File: config.mk
export PLATFORM = sky130hd
export DESIGN_NAME = output_inhibit_io_pin
export DESIGN_NICKNAME = d
export VERILOG_FILES = /design/src/design/output_inhibit_io_pin.v
export VERILOG_INCLUDE_DIRS = /design/src /design/src/inc
export SDC_FILE = /design/constraint.sdc
export NUM_CORES = 1
export LEC_CHECK = 0
export BUFFER_PORTS_ARGS = -buffer_cell sky130_fd_sc_hd__buf_2
export CAP_MARGIN = 10
export CELL_PAD_IN_SITES_DETAIL_PLACEMENT = 1
export CELL_PAD_IN_SITES_GLOBAL_PLACEMENT = 1
export CORE_MARGIN = 4
export CORE_UTILIZATION = 41
export CTS_BUF_LIST = sky130_fd_sc_hd__clkbuf_8
export DETAILED_ROUTE_END_ITERATION = 8
export GPL_TIMING_DRIVEN = 1
export PLACE_DENSITY_LB_ADDON = 0.25
export SYNTH_ARGS = -nofsm -noshare
export SYNTH_HDL_FRONTEND = slang
export SYNTH_SLANG_ARGS = --single-unit
File: constraint.sdc
create_clock -name aclk -period 4.9 [get_ports aclk]
set_input_delay 0.49 -clock aclk [delete_from_list [all_inputs] [get_ports aclk]]
set_output_delay 0.49 -clock aclk [all_outputs]
set_load 0.01 [all_outputs]
File: src/inc/inhibit_pin_defs.vh
// Purpose: register map, field positions, reset values and timing for the output inhibit pin block
// Assumes: 20 MHz aclk, AXI4-Lite with 32-bit data
// Notes:   offsets are byte addresses, one aligned word per register
`ifndef INHIBIT_PIN_DEFS_VH
`define INHIBIT_PIN_DEFS_VH

// ****************************************************************
// register offsets
// ****************************************************************
`define OFS_CTRL        8'h00
`define OFS_OUT_CTRL    8'h04
`define OFS_PWM_PERIOD  8'h08
`define OFS_PWM_DUTY    8'h0C
`define OFS_STATUS      8'h10
`define OFS_IRQ_STATUS  8'h14
`define OFS_IRQ_CLEAR   8'h18
`define OFS_IRQ_ENABLE  8'h1C

// ****************************************************************
// field positions and encodings
// ****************************************************************
`define CTRL_FLIP_BIT     0
`define CTRL_FUNC_LSB     1
`define CTRL_SUBMODE_BIT  3
`define CTRL_ENABLE_BIT   4
`define FUNC_BLOCK        2'h0
`define FUNC_INPUT        2'h1
`define FUNC_OUTPUT       2'h2
`define OVAL_ZERO         2'h0
`define OVAL_ONE          2'h1
`define OVAL_PWM          2'h2
`define ST_LEVEL_BIT      0
`define ST_BLOCKED_BIT    1
`define ST_TRIPPED_BIT    2
`define ST_ENABLE_BIT     3
`define ST_ACTOUT_BIT     4
`define IRQ_BLOCK_BIT     0
`define IRQ_TRIP_BIT      1
`define IRQ_EDGE_BIT      2

// ****************************************************************
// reset values and timing
// ****************************************************************
`define CTRL_RESET        32'h0000_0000
`define PWM_PERIOD_RESET  32'h0000_4E20
`define PWM_DUTY_RESET    32'h0000_2710
`define CLK_MHZ           20
`define TRIP_MIN_NS       30000
`define TRIP_MIN_CYCLES   ((`TRIP_MIN_NS * `CLK_MHZ + 999) / 1000)

`endif

File: src/design/output_inhibit_io_pin.v
// Purpose: one multi-function rear-connector pin: output blocking, general input, or 1/0/PWM output
// Assumes: aclk 20 MHz, aresetn synchronous active low, pin input asynchronous to aclk before the synchroniser
// Notes:   software reaches all settings over AXI4-Lite; tri-state pin driven high or low under output enable
//
// Chosen here: the AXI4-Lite slave port and the register offsets.
`default_nettype none
`include "inhibit_pin_defs.vh"

module output_inhibit_io_pin (
  // clock and reset
  input  wire        aclk,
  input  wire        aresetn,
  // axi4-lite write address
  input  wire [7:0]  s_axi_awaddr,
  input  wire        s_axi_awvalid,
  output reg         s_axi_awready,
  // axi4-lite write data
  input  wire [31:0] s_axi_wdata,
  input  wire [3:0]  s_axi_wstrb,
  input  wire        s_axi_wvalid,
  output reg         s_axi_wready,
  // axi4-lite write response
  output reg  [1:0]  s_axi_bresp,
  output reg         s_axi_bvalid,
  input  wire        s_axi_bready,
  // axi4-lite read address
  input  wire [7:0]  s_axi_araddr,
  input  wire        s_axi_arvalid,
  output reg         s_axi_arready,
  // axi4-lite read data
  output reg  [31:0] s_axi_rdata,
  output reg  [1:0]  s_axi_rresp,
  output reg         s_axi_rvalid,
  input  wire        s_axi_rready,
  // pin
  input  wire        pin_in,
  output reg         pin_out,
  output reg         pin_oe,
  // instrument side
  output reg         output_active,
  output reg         blocked_indication,
  output reg         tripped_protection_indication,
  output reg         irq
);

  // ****************************************************************
  // declarations
  // ****************************************************************
  // trip qualifier length, cut to the counter width on purpose, and write-path states
  localparam integer TRIP_FULL = `TRIP_MIN_CYCLES;
  localparam [15:0]  TRIP_CYC  = TRIP_FULL[15:0];
  localparam [2:0]   W_IDLE    = 3'h1;
  localparam [2:0]   W_HAVE    = 3'h2;
  localparam [2:0]   W_RESP    = 3'h4;

  // software settings
  reg  [31:0] ctrl_r;
  reg  [1:0]  out_val_r;
  reg  [31:0] pwm_period_r;
  reg  [31:0] pwm_duty_r;
  // pwm state
  reg  [31:0] pwm_cnt_r;
  reg         pwm_level_r;
  // pin sampling and trip qualifier
  reg         sync1_r;
  reg         sync2_r;
  reg         level_prev_r;
  reg  [15:0] low_cnt_r;
  reg         armed_r;
  // output enable, protection latch and interrupts
  reg         enable_r;
  reg         tripped_r;
  reg  [2:0]  irq_stat_r;
  reg  [2:0]  irq_en_r;
  // write path capture
  reg  [2:0]  wstate_r;
  reg         aw_got_r;
  reg         w_got_r;
  reg  [7:0]  awaddr_r;
  reg  [31:0] wdata_r;
  reg  [3:0]  wstrb_r;

  // decoded control fields and pin conditions
  wire        flip     = ctrl_r[`CTRL_FLIP_BIT];
  wire [1:0]  func     = ctrl_r[`CTRL_FUNC_LSB+1:`CTRL_FUNC_LSB];
  wire        sub_trip = ctrl_r[`CTRL_SUBMODE_BIT];
  wire        level    = sync2_r ^ flip;
  wire        hold_on  = (func == `FUNC_BLOCK) && !sub_trip;
  wire        trip_on  = (func == `FUNC_BLOCK) && sub_trip;
  wire        blocking = hold_on && !level;
  wire        trip_evt = trip_on && armed_r && level && !level_prev_r;
  wire        wr_fire  = (wstate_r == W_HAVE);

  // merge a bus write into an old word under byte strobes
  function [31:0] merge;
    input [31:0] old;
    input [31:0] nw;
    input [3:0]  st;
    integer k;
    begin
      merge = old;
      for (k = 0; k < 4; k = k + 1) begin
        if (st[k]) begin
          merge[8*k +: 8] = nw[8*k +: 8];
        end
      end
    end
  endfunction

  // decode a word address into a register hit
  function is_reg;
    input [7:0] a;
    input [7:0] ofs;
    begin
      is_reg = (a[7:2] == ofs[7:2]);
    end
  endfunction

  // word index of a byte offset, for the read decoder
  function [5:0] word_idx;
    input [7:0] ofs;
    begin
      word_idx = ofs[7:2];
    end
  endfunction

  // ****************************************************************
  // pin synchroniser
  // ****************************************************************
  // two stages before any sub-mode logic looks at the pin
  always @(posedge aclk) begin
    if (!aresetn) begin
      sync1_r <= 1'b1;
      sync2_r <= 1'b1;
    end else begin
      sync1_r <= pin_in;
      sync2_r <= sync1_r;
    end
  end

  // ****************************************************************
  // pulse-trip qualifier
  // ****************************************************************
  // arms once the pin has stayed at its active-low phase long enough
  always @(posedge aclk) begin
    if (!aresetn) begin
      level_prev_r <= 1'b1;
      low_cnt_r    <= 16'h0000;
      armed_r      <= 1'b0;
    end else begin
      level_prev_r <= level;
      if (level) begin
        low_cnt_r <= 16'h0000;
        if (!level_prev_r) begin
          armed_r <= 1'b0;
        end
      end else if (low_cnt_r < TRIP_CYC) begin
        low_cnt_r <= low_cnt_r + 16'h0001;
      end else begin
        armed_r <= 1'b1;
      end
    end
  end

  // ****************************************************************
  // output enable and protection latch
  // ****************************************************************
  // a trip clears enable and latches protection; only software re-enables
  always @(posedge aclk) begin
    if (!aresetn) begin
      enable_r  <= 1'b0;
      tripped_r <= 1'b0;
    end else begin
      if (trip_evt && enable_r) begin
        enable_r  <= 1'b0;
        tripped_r <= 1'b1;
      end else if (wr_fire && is_reg(awaddr_r, `OFS_CTRL) && wstrb_r[0]) begin
        enable_r  <= wdata_r[`CTRL_ENABLE_BIT] && !tripped_r;
        if (!wdata_r[`CTRL_ENABLE_BIT]) begin
          tripped_r <= 1'b0;
        end
      end
    end
  end

  // ****************************************************************
  // pwm generator
  // ****************************************************************
  // counts one period and is high while below the duty count
  always @(posedge aclk) begin
    if (!aresetn) begin
      pwm_cnt_r   <= 32'h0000_0000;
      pwm_level_r <= 1'b0;
    end else begin
      if (pwm_cnt_r + 32'h0000_0001 >= pwm_period_r) begin
        pwm_cnt_r <= 32'h0000_0000;
      end else begin
        pwm_cnt_r <= pwm_cnt_r + 32'h0000_0001;
      end
      pwm_level_r <= (pwm_cnt_r < pwm_duty_r);
    end
  end

  // ****************************************************************
  // pin drive and instrument outputs
  // ****************************************************************
  // pin level, drive enable and instrument indications, all registered
  always @(posedge aclk) begin
    if (!aresetn) begin
      pin_out                       <= 1'b1;
      pin_oe                        <= 1'b0;
      output_active                 <= 1'b0;
      blocked_indication            <= 1'b0;
      tripped_protection_indication <= 1'b0;
    end else begin
      pin_oe <= (func == `FUNC_OUTPUT);
      case (out_val_r)
        `OVAL_ONE: pin_out <= flip;
        `OVAL_PWM: pin_out <= ~pwm_level_r ^ flip;
        default:   pin_out <= ~flip;
      endcase
      output_active                 <= enable_r && !blocking;
      blocked_indication            <= enable_r && blocking;
      tripped_protection_indication <= tripped_r;
    end
  end

  // ****************************************************************
  // interrupt status
  // ****************************************************************
  // sticky bits; a new event beats a clear in the same cycle
  always @(posedge aclk) begin
    if (!aresetn) begin
      irq_stat_r <= 3'h0;
      irq        <= 1'b0;
    end else begin
      irq_stat_r <= (irq_stat_r & ~((wr_fire && is_reg(awaddr_r, `OFS_IRQ_CLEAR)) ? wdata_r[2:0] : 3'h0))
                  | {level ^ level_prev_r, trip_evt && enable_r, blocking && enable_r};
      irq        <= |(irq_stat_r & irq_en_r);
    end
  end

  // ****************************************************************
  // axi4-lite write path
  // ****************************************************************
  // captures address and data, updates the registers, then answers
  always @(posedge aclk) begin
    if (!aresetn) begin
      wstate_r      <= W_IDLE;
      aw_got_r      <= 1'b0;
      w_got_r       <= 1'b0;
      awaddr_r      <= 8'h00;
      wdata_r       <= 32'h0000_0000;
      wstrb_r       <= 4'h0;
      s_axi_awready <= 1'b0;
      s_axi_wready  <= 1'b0;
      s_axi_bvalid  <= 1'b0;
      s_axi_bresp   <= 2'h0;
      ctrl_r        <= `CTRL_RESET;
      out_val_r     <= `OVAL_ZERO;
      pwm_period_r  <= `PWM_PERIOD_RESET;
      pwm_duty_r    <= `PWM_DUTY_RESET;
      irq_en_r      <= 3'h0;
    end else begin
      s_axi_awready <= 1'b0;
      s_axi_wready  <= 1'b0;
      case (wstate_r)
        W_IDLE: begin
          // address and data are taken independently, in either order
          if (s_axi_awvalid && !aw_got_r && !s_axi_awready) begin
            s_axi_awready <= 1'b1;
            awaddr_r      <= s_axi_awaddr;
            aw_got_r      <= 1'b1;
          end
          if (s_axi_wvalid && !w_got_r && !s_axi_wready) begin
            s_axi_wready <= 1'b1;
            wdata_r      <= s_axi_wdata;
            wstrb_r      <= s_axi_wstrb;
            w_got_r      <= 1'b1;
          end
          if (aw_got_r && w_got_r) begin
            wstate_r <= W_HAVE;
          end
        end
        W_HAVE: begin
          // registers update here, in the same cycle that bvalid rises
          if (is_reg(awaddr_r, `OFS_CTRL)) begin
            ctrl_r <= merge(ctrl_r, wdata_r, wstrb_r) & 32'h0000_000F;
          end
          if (is_reg(awaddr_r, `OFS_OUT_CTRL) && wstrb_r[0]) begin
            out_val_r <= wdata_r[1:0];
          end
          if (is_reg(awaddr_r, `OFS_PWM_PERIOD)) begin
            pwm_period_r <= merge(pwm_period_r, wdata_r, wstrb_r);
          end
          if (is_reg(awaddr_r, `OFS_PWM_DUTY)) begin
            pwm_duty_r <= merge(pwm_duty_r, wdata_r, wstrb_r);
          end
          if (is_reg(awaddr_r, `OFS_IRQ_ENABLE) && wstrb_r[0]) begin
            irq_en_r <= wdata_r[2:0];
          end
          s_axi_bresp  <= (awaddr_r > `OFS_IRQ_ENABLE + 8'h03) ? 2'h2 : 2'h0;
          s_axi_bvalid <= 1'b1;
          wstate_r     <= W_RESP;
        end
        W_RESP: begin
          if (s_axi_bready) begin
            s_axi_bvalid <= 1'b0;
            aw_got_r     <= 1'b0;
            w_got_r      <= 1'b0;
            wstate_r     <= W_IDLE;
          end
        end
        default: wstate_r <= W_IDLE;
      endcase
    end
  end

  // ****************************************************************
  // axi4-lite read path
  // ****************************************************************
  // one read at a time; data stands until rready is seen
  always @(posedge aclk) begin
    if (!aresetn) begin
      s_axi_arready <= 1'b0;
      s_axi_rvalid  <= 1'b0;
      s_axi_rdata   <= 32'h0000_0000;
      s_axi_rresp   <= 2'h0;
    end else begin
      s_axi_arready <= 1'b0;
      if (s_axi_rvalid) begin
        if (s_axi_rready) begin
          s_axi_rvalid <= 1'b0;
        end
      end else if (s_axi_arvalid && !s_axi_arready) begin
        s_axi_arready <= 1'b1;
        s_axi_rvalid  <= 1'b1;
        s_axi_rresp   <= 2'h0;
        s_axi_rdata   <= 32'h0000_0000;
        case (s_axi_araddr[7:2])
          word_idx(`OFS_CTRL):       s_axi_rdata <= {27'h0, enable_r, ctrl_r[3:0]};
          word_idx(`OFS_OUT_CTRL):   s_axi_rdata <= {30'h0, out_val_r};
          word_idx(`OFS_PWM_PERIOD): s_axi_rdata <= pwm_period_r;
          word_idx(`OFS_PWM_DUTY):   s_axi_rdata <= pwm_duty_r;
          word_idx(`OFS_STATUS):     s_axi_rdata <= {27'h0, output_active, enable_r, tripped_r, blocking && enable_r,
                                                     level};
          word_idx(`OFS_IRQ_STATUS): s_axi_rdata <= {29'h0, irq_stat_r};
          word_idx(`OFS_IRQ_CLEAR):  s_axi_rdata <= 32'h0000_0000;
          word_idx(`OFS_IRQ_ENABLE): s_axi_rdata <= {29'h0, irq_en_r};
          default:                   s_axi_rresp <= 2'h2;
        endcase
      end
    end
  end

endmodule // output_inhibit_io_pin
`default_nettype wire

# ---- Word level (Yosys, flattened, before mapping)
# Index checks and enable logic that the tools add are counted.
dict set report classes {
  n_lt_le_gt_ge 4
  bitwise 11
  eq_ne 25
  muxes 25
  reduce_logical 64
  add_sub_neg 2
}
# cell n
set ops {}
lappend ops {{case mux 32 bit (7 select lines)} 1}
lappend ops {{equality test 6 x 3 -> 1 bit, second input constant} 6}
lappend ops {{AND reduction 3 bit} 11}
lappend ops {{adder 32 x 1 -> 32 bit, second input constant} 1}
lappend ops {{>= comparator 32 bit} 1}
lappend ops {{< comparator 32 bit} 1}
lappend ops {{equality test 6 x 2 -> 1 bit, second input constant} 4}
lappend ops {{logical AND 1 bit} 21}
lappend ops {{AND reduction 2 bit} 10}
lappend ops {{adder 16 x 1 -> 16 bit, second input constant} 1}
lappend ops {{< comparator 16 x 10 -> 1 bit, second input constant} 1}
lappend ops {{two-way mux 1 bit} 14}
lappend ops {{equality test 6 x 1 -> 1 bit, second input constant} 2}
lappend ops {{zero test 6 bit} 2}
lappend ops {{!= test 2 bit, second input constant} 6}
lappend ops {{zero test 1 bit} 10}
lappend ops {{two-way mux 3 bit} 3}
lappend ops {{case mux 3 bit (3 select lines)} 1}
lappend ops {{greater-than comparator 8 x 5 -> 1 bit, second input constant} 1}
lappend ops {{case mux 1 bit (2 select lines)} 4}
lappend ops {{OR reduction 2 bit} 4}
lappend ops {{OR reduction 8 bit} 1}
lappend ops {{bitwise AND 3 bit} 2}
lappend ops {{nonzero test 2 bit} 3}
lappend ops {{other kinds (13)} 20}
dict set report totals {
  output_inout_bits 47
  input_bits 60
  ff_bits 227
  elab_cells 172
}

# ---- Longest topological paths before layout
# Gate-level depths: netlist (run 1).
dict set report depth {
  ltp_word 8
  depth_mapped 14
  mapped_depth_nobuf 13
}

# ---- Least setup slack after synthesis (run 1)
# No wires, ideal clock.
dict set report synth_timing {
  path_kind {reg2reg}
  startpoint {reg pwm_cnt_r[3]}
  endpoint {reg pwm_cnt_r[10]}
  synth_period_minus_slack_ns 2.813
  setup_time_ns 0.118
  arrival_time_ns 2.695
  required_time_ns 4.782
  n_path_buf 1
  path_stages_with_launch 13
  path_slack_ns 2.087
  path_cell_list {dfxtp_1 -> nand4_1 -> nor2_1 -> nand4_1 -> xnor2_1 -> ha_1 -> nand4_1 -> or2_1 -> a2111oi_0 -> o41ai_2 -> o2111ai_1 -> buf_2 -> nor2b_1}
}
dict set report synth_via {
  elab_chain_cells 3
}
# item line
set synth_lines {}
lappend synth_lines {{start, declared} output_inhibit_io_pin.v:62} ;# reg [31:0] pwm_cnt_r;
lappend synth_lines {{start signal, assigned} output_inhibit_io_pin.v:198} ;# pwm_cnt_r <= pwm_cnt_r + 32'h0000_0001;
lappend synth_lines {{adder 32 x 1 -> 32 bit (*)} {output_inhibit_io_pin.v:195, output_inhibit_io_pin.v:198}}
lappend synth_lines {{>= comparator 32 bit} output_inhibit_io_pin.v:195} ;# if (pwm_cnt_r + 32'h0000_0001 >= pwm_period_r) begin
lappend synth_lines {{OR reduction 2 bit (no line)} -}
# Mark *: on every way between the ends. The rest lies on a longest branch, timed or not.
# A chain may end at the register's enable or synchronous reset.

# ---- Worst setup path after layout (run 1)
dict set report layout_timing {
  startpoint {reg pwm_cnt_r[0]}
  endpoint {reg pwm_cnt_r[24]}
}
# Same word-level chain as after synthesis.

==> impl_metrics.json, run 1 <==
{
  "slowest_delay_ns": 0.56,
  "ant_nets": 0,
  "clkLatencyLatePin_ns": 0.53,
  "hold_viol": 0,
  "drt_iter0_markers": 391,
  "fin_nets": 1463,
  "synth_warnings": 0,
  "clock_sinks": 223,
  "h-tree-depth": 2,
  "root_buffer": "clkbuf_8",
  "timing.critical_path.buf_inv": 1,
  "ys_seq_area_share_pct": 43.2,
  "clk_pin_slew_ns": 0.06,
  "critical_path_depth": 12,
  "viasPerCell": 5.35,
  "core-area_sq_mm": 0.0245,
  "tightest_slew_ns": 0.889,
  "holdWs_ns": 0.142,
  "path_class": "flip-flop to flip-flop",
  "dieHeight_microns": 167,
  "yosys.cell_types.count": 62,
  "layout_min_cycle_time_ns": 3.77,
  "grt_pass1_vias": 9354,
  "ios": 107,
  "setup_total_negative_slack_ns": 0,
  "gp_congestion": 0.805,
  "required_ns": 5.29,
  "start_kind": "flip-flop",
  "synth_edf_count": 0,
  "async_flop_share_pct": 0,
  "drive_gt1_share_pct": 14.3,
  "yosysTopAreaCell": "dfxtp_1",
  "r2r_cells": 12,
  "grt_pass1_wl_microns": 48700,
  "whs_path_depth": 2,
  "drtPass1Iterations": 4,
  "power_mw": 3.86,
  "crit_fanout": 24,
  "synth_most_common_cell": "dfxtp_1",
  "wl_per_cell_microns": 17.3,
  "slew_headroom_pct": 40.7,
  "finClkSkew_ns": 0.0155,
  "cp_top_family": "simple AND/OR/NAND/NOR gates",
  "drv_slew": 0,
  "max_cap_viol_count": 0,
  "grt_antenna_before_repair": 0,
  "cts-resized-gates": 0,
  "dpl.cell_count": 1618,
  "rsz0062_at_grt": "no",
  "crit_top_cell": "nand4_1",
  "post_cts_buffers": 0,
  "dieArea_sq_mm": 0.0278,
  "route.detailed.drc": 0,
  "area_delta_synth_final_pct": 15.1,
  "netlist_area_sq_mm": 0.0103,
  "vias": 9026,
  "min_period_over_period_pct": 76.9,
  "port_buffers": 100,
  "avgSynthCellArea_sq_um": 8.30,
  "crit_arrival_ns": 4.16,
  "ir_drop_mv": 0.229,
  "ys_seq_elements": 223,
  "cp_cell_sequence": "nand3_1, nor2_1, nand4_1, xnor2_1, ha_1, nand4_1, or2_1, a2111oi_0, o41ai_2, o2111ai_2, buf_4, nor2b_1",
  "dpl.hpwl_microns": 20400,
  "hold_path_class": "input pin to flip-flop",
  "hold_buffers": 0,
  "grt_overflow": 0,
  "endpoint_kind": "flip-flop",
  "p_leak_nw": 5.04,
  "synth_cells": 1246,
  "grt_max_degree": 84,
  "cts_tree": "done",
  "n_antenna_cell": 0,
  "routed_wl_microns": 29200,
  "start_util_pct": 42.1,
  "die_x_microns": 167,
  "grtUsageTotal_pct": 20.9,
  "cts_made_buffers": 40,
  "cpMaxStageDelayCell": "nor2_1",
  "power_density_mw_per_mm2": 324,
  "clock_path_buffers": 3,
  "fmax_mhz": 265,
  "yosys-top-cells-area": "dfxtp_1, ha_1, a21oi_1, nand2_1, nor2_1",
  "synth_top_cell_area_share_pct": 43.2,
  "stdcell_count": 1687,
  "synth-main-ff-cell": "dfxtp_1",
  "synthTopCellsByCount": "dfxtp_1, nand2_1, a21oi_1",
  "setup_violations": 0,
  "std_cell_rows": 57,
  "outcome": "complete, no violations"
}
metrics by stage:
stage                     area, sq um  utilization (%)  worst slack [ns]
after floorplan                 10300                -              2.09
after global placement          11100             45.2              1.27
after detailed placement        11100             45.2              1.18
after CTS                       11900             48.5              1.09
after global routing            11900             48.5             0.826
final                           11900             48.5              1.13
cell families (layout without fill, tap and decap cells):
logic type	Yosys count	in the layout	share of synthesized area [%]
and+or+nand+nor	514	514	23.4
AOI/OAI and AO/OA	231	231	13.5
DFF	223	223	43.2
buffers and inverters	139	255	5.42
adders and majority gates	67	67	8.11
xor gates and xnor gates	41	41	3.47
muxes	30	30	2.90
other	1	2	0.0363
placed cells by master, fill, tap and decap left out, drive strengths merged, types with 31 or more instances in the layout:
master	instances
a22oi	31
clkbuf	55
nand3	86
dfxtp	223
nor2b	31
a21oi	144
nand2	174
buf	116
nor2	130
inv	81
ha	67
registers in the layout, summed over array words and instances (netlist names), 2 cells and up:
signal and cells:
pwm_cnt_r 32, pwm_duty_r 32, pwm_period_r 32, s_axi_rdata 32, wdata_r 32, low_cnt_r 16, awaddr_r 6, ctrl_r 4
wstrb_r 4, irq_en_r 3, irq_stat_r 3, wstate_r 3, out_val_r 2
per-layer routing:
layer	share of wire [%]	vias up	global-route usage [%]
met3	4.4	40	3.86
met4	1.7	0	4.87
met2	46	142	34.7
met1	48	4405	28.4
met5	0	-	0
li1	-	4439	-
worst paths after layout:
path	start	endpoint	slack [ns]
worst max-delay path	pwm_cnt_r[0]	pwm_cnt_r[24]	1.13
worst min-delay path	pin_in	sync1_r	0.14
worst min register to register	sync1_r	sync2_r	0.41
worst max register to register	pwm_cnt_r[0]	pwm_cnt_r[24]	1.13
power breakdown:
group	internal [mW]	switching, mW
Clock	0.991	0.767
Sequential	1.85	0.0428
Combinational	0.0695	0.141
Total	2.91	0.950
worst register-to-register path, delay by kind of cell (launching register included):
family	cells	cell delay (ns)
and+or+nand+nor	6	1.48
AOI/OAI and AO/OA	3	0.83
DFF	1	0.42
buffers and inverters	1	0.38
adders and majority gates	1	0.33
xor gates and xnor gates	1	0.20
area by class of cell:
cell class | count | area, sq um
fill | 3048 | 12600
multi-input combinational | 885 | 5330
sequential | 223 | 4460
clock buffer | 55 | 757
timing repair buffer | 116 | 621
tap | 324 | 405
inverter | 70 | 265
clock inverter | 14 | 56.3
Note: power is estimated with default switching activity, not from simulation.
==> inputs of run 2 (changes only) <==
- clock period: 4.9 -> 3.56 ns (I/O delays scaled with it)
==> impl_metrics.json, run 2 (same netlist as run 1, synthesis figures left out) <==
{
  "outcome": "complete, no violations",
  "core-area_sq_mm": 0.0245,
  "finClkSkew_ns": 0.0256,
  "postPlaceCellArea_sq_mm": 0.0111,
  "drtPass1Iterations": 4,
  "crit_fanout": 15,
  "grt_max_degree": 152,
  "dieHeight_microns": 167,
  "internal_power_mw": 4.01,
  "cpMaxStageDelayCell": "dfxtp_1",
  "routed_wl_microns": 29800,
  "grt_pass1_wl_microns": 49300,
  "finalInstanceArea_sq_mm": 0.0120,
  "r2r-start": "pwm_cnt_r[8]",
  "port_buffers": 100,
  "crit_arrival_ns": 3.72,
  "seq_area_sq_mm": 0.00446,
  "multi_input_area_sq_mm": 0.00534,
  "drive_gt1_share_pct": 14.6,
  "power_density_mw_per_mm2": 445,
  "grt_pass1_vias": 9572,
  "ir_drop_mv": 0.283,
  "switching_power_mw": 1.32,
  "power_frac_seq_pct": 48.9,
  "fillers": 3024,
  "clk_pin_slew_ns": 0.06,
  "dpl.hpwl_microns": 21000,
  "tightest_slew_ns": 0.833,
  "slowest_delay_ns": 0.42,
  "p_leak_nw": 5.09,
  "die_x_microns": 167,
  "route.detailed.drc": 0,
  "rr_endpoint": "pwm_cnt_r[26]",
  "start_util_pct": 42.1,
  "slew_headroom_pct": 44.4,
  "cts_made_buffers": 41,
  "grtUsageTotal_pct": 21.1,
  "r2r_setup_slack_ns": 0.28,
  "final_core_utilization_pct": 48.8,
  "vias": 9051,
  "p_sw_share_pct": 24.8,
  "path_class": "flip-flop to flip-flop",
  "whs_path_depth": 3,
  "std_cell_rows": 57,
  "gp_congestion": 0.820,
  "grt_overflow": 0,
  "layout_min_cycle_time_ns": 3.28,
  "power_mw": 5.33,
  "fin_nets": 1471,
  "h-tree-depth": 2,
  "fmax_mhz": 305,
  "clock_path_buffers": 3,
  "clock_sinks": 223,
  "grt_antenna_before_repair": 0,
  "cts_tree": "done",
  "viasPerCell": 5.33,
  "endpoint_kind": "flip-flop",
  "max_cap_viol_count": 0,
  "n_antenna_cell": 0,
  "drt_iter0_markers": 359,
  "rsz0062_at_grt": "no",
  "setup_total_negative_slack_ns": 0,
  "holdWs_ns": 0.0494,
  "min_period_over_period_pct": 92.0,
  "post_cts_buffers": 0,
  "final_cell_mix": "dfxtp_1, nand2_1, a21oi_1",
  "ios": 107,
  "clkLatencyLatePin_ns": 0.54,
  "drv_slew": 0,
  "cp_cell_sequence": "and4_1, and4_4, and3_1, nand2_1, xnor2_1, ha_1, and2_0, a221o_1, a22oi_1, o2111ai_2, buf_4, nor2b_1",
  "required_ns": 4.01,
  "setup_violations": 0,
  "final_common_cell": "dfxtp_1",
  "start_kind": "flip-flop",
  "ant_nets": 0,
  "hold_viol": 0,
  "root_buffer": "clkbuf_8",
  "hold_path_class": "input pin to flip-flop",
  "clock_power_share_pct": 45.7,
  "min_to": "awaddr_r[7]",
  "area_delta_synth_final_pct": 15.9,
  "wl_per_cell_microns": 17.5,
  "r2r_cells": 12,
  "hold_start": "s_axi_awaddr[7]",
  "dieArea_sq_mm": 0.0278,
  "p_comb_share_pct": 5.5
}
[run 2: layout make-up]
type	instances	area share (%)
clock inverters	22	0.992
repair buffers	123	5.74
clock buffers	51	5.86
inverters	70	2.21
multi-input cells	885	44.6
flip-flops and latches	223	37.3
well taps	324	3.38
[run 2: power groups by stage]
stage | Combinational, mW | Clock (mW) | Sequential, mW
2_1_floorplan | 0.195 | 0 | 2.63
3_3_place_gp | 0.287 | 0 | 2.66
3_5_place_dp | 0.294 | 0 | 2.66
4_1_cts | 0.297 | 2.49 | 2.61
5_1_grt | 0.329 | 2.61 | 2.61
6_report | 0.292 | 2.43 | 2.61
[run 2: repair_timing]
item | CTS | global route
setup endpoints to repair | 0 | 32
hold buffers | 1 | 0
resized for setup | 0 | 3
hold endpoints to repair | 1 | 0
[run 2: through the flow]
stage                     setup slack [ns]  instances
after global routing               0.00711       1698
after floorplan                      0.747       1247
final                                0.284       1698
after CTS                            0.181       1698
after detailed placement             0.267       1624
after global placement               0.314       1624
[run 2: worst max-delay path, delay by kind of cell (launching register included)]
kind / cells / cell delay, ns
AOI/OAI and AO/OA: 3 / 0.77
xor gates and xnor gates: 1 / 0.24
adders and majority gates: 1 / 0.29
buffers and inverters: 1 / 0.23
DFF: 1 / 0.42
and+or+nand+nor: 6 / 1.25
[run 2: per-layer routing]
layer / global-route usage, % / vias up / share of wire (%)
li1: - / 4460 / -
met1: 28.3 / 4392 / 48
met2: 35.4 / 161 / 47
met3: 3.46 / 38 / 3.7
met4: 5.76 / 0 / 1.7
met5: 0 / - / 0
[run 2: worst max-delay path by stage]
stage	start	endpoint	slack [ns]	cells after the start
after global placement	pwm_cnt_r[0]	pwm_cnt_r[22]	0.31	14
after CTS	pwm_cnt_r[0]	pwm_cnt_r[14]	0.18	14
after floorplan	pwm_cnt_r[3]	pwm_cnt_r[10]	0.75	12
after global routing	pwm_cnt_r[0]	pwm_cnt_r[13]	0.007	13
final	pwm_cnt_r[8]	pwm_cnt_r[26]	0.28	12
after detailed placement	pwm_cnt_r[0]	pwm_cnt_r[26]	0.27	13
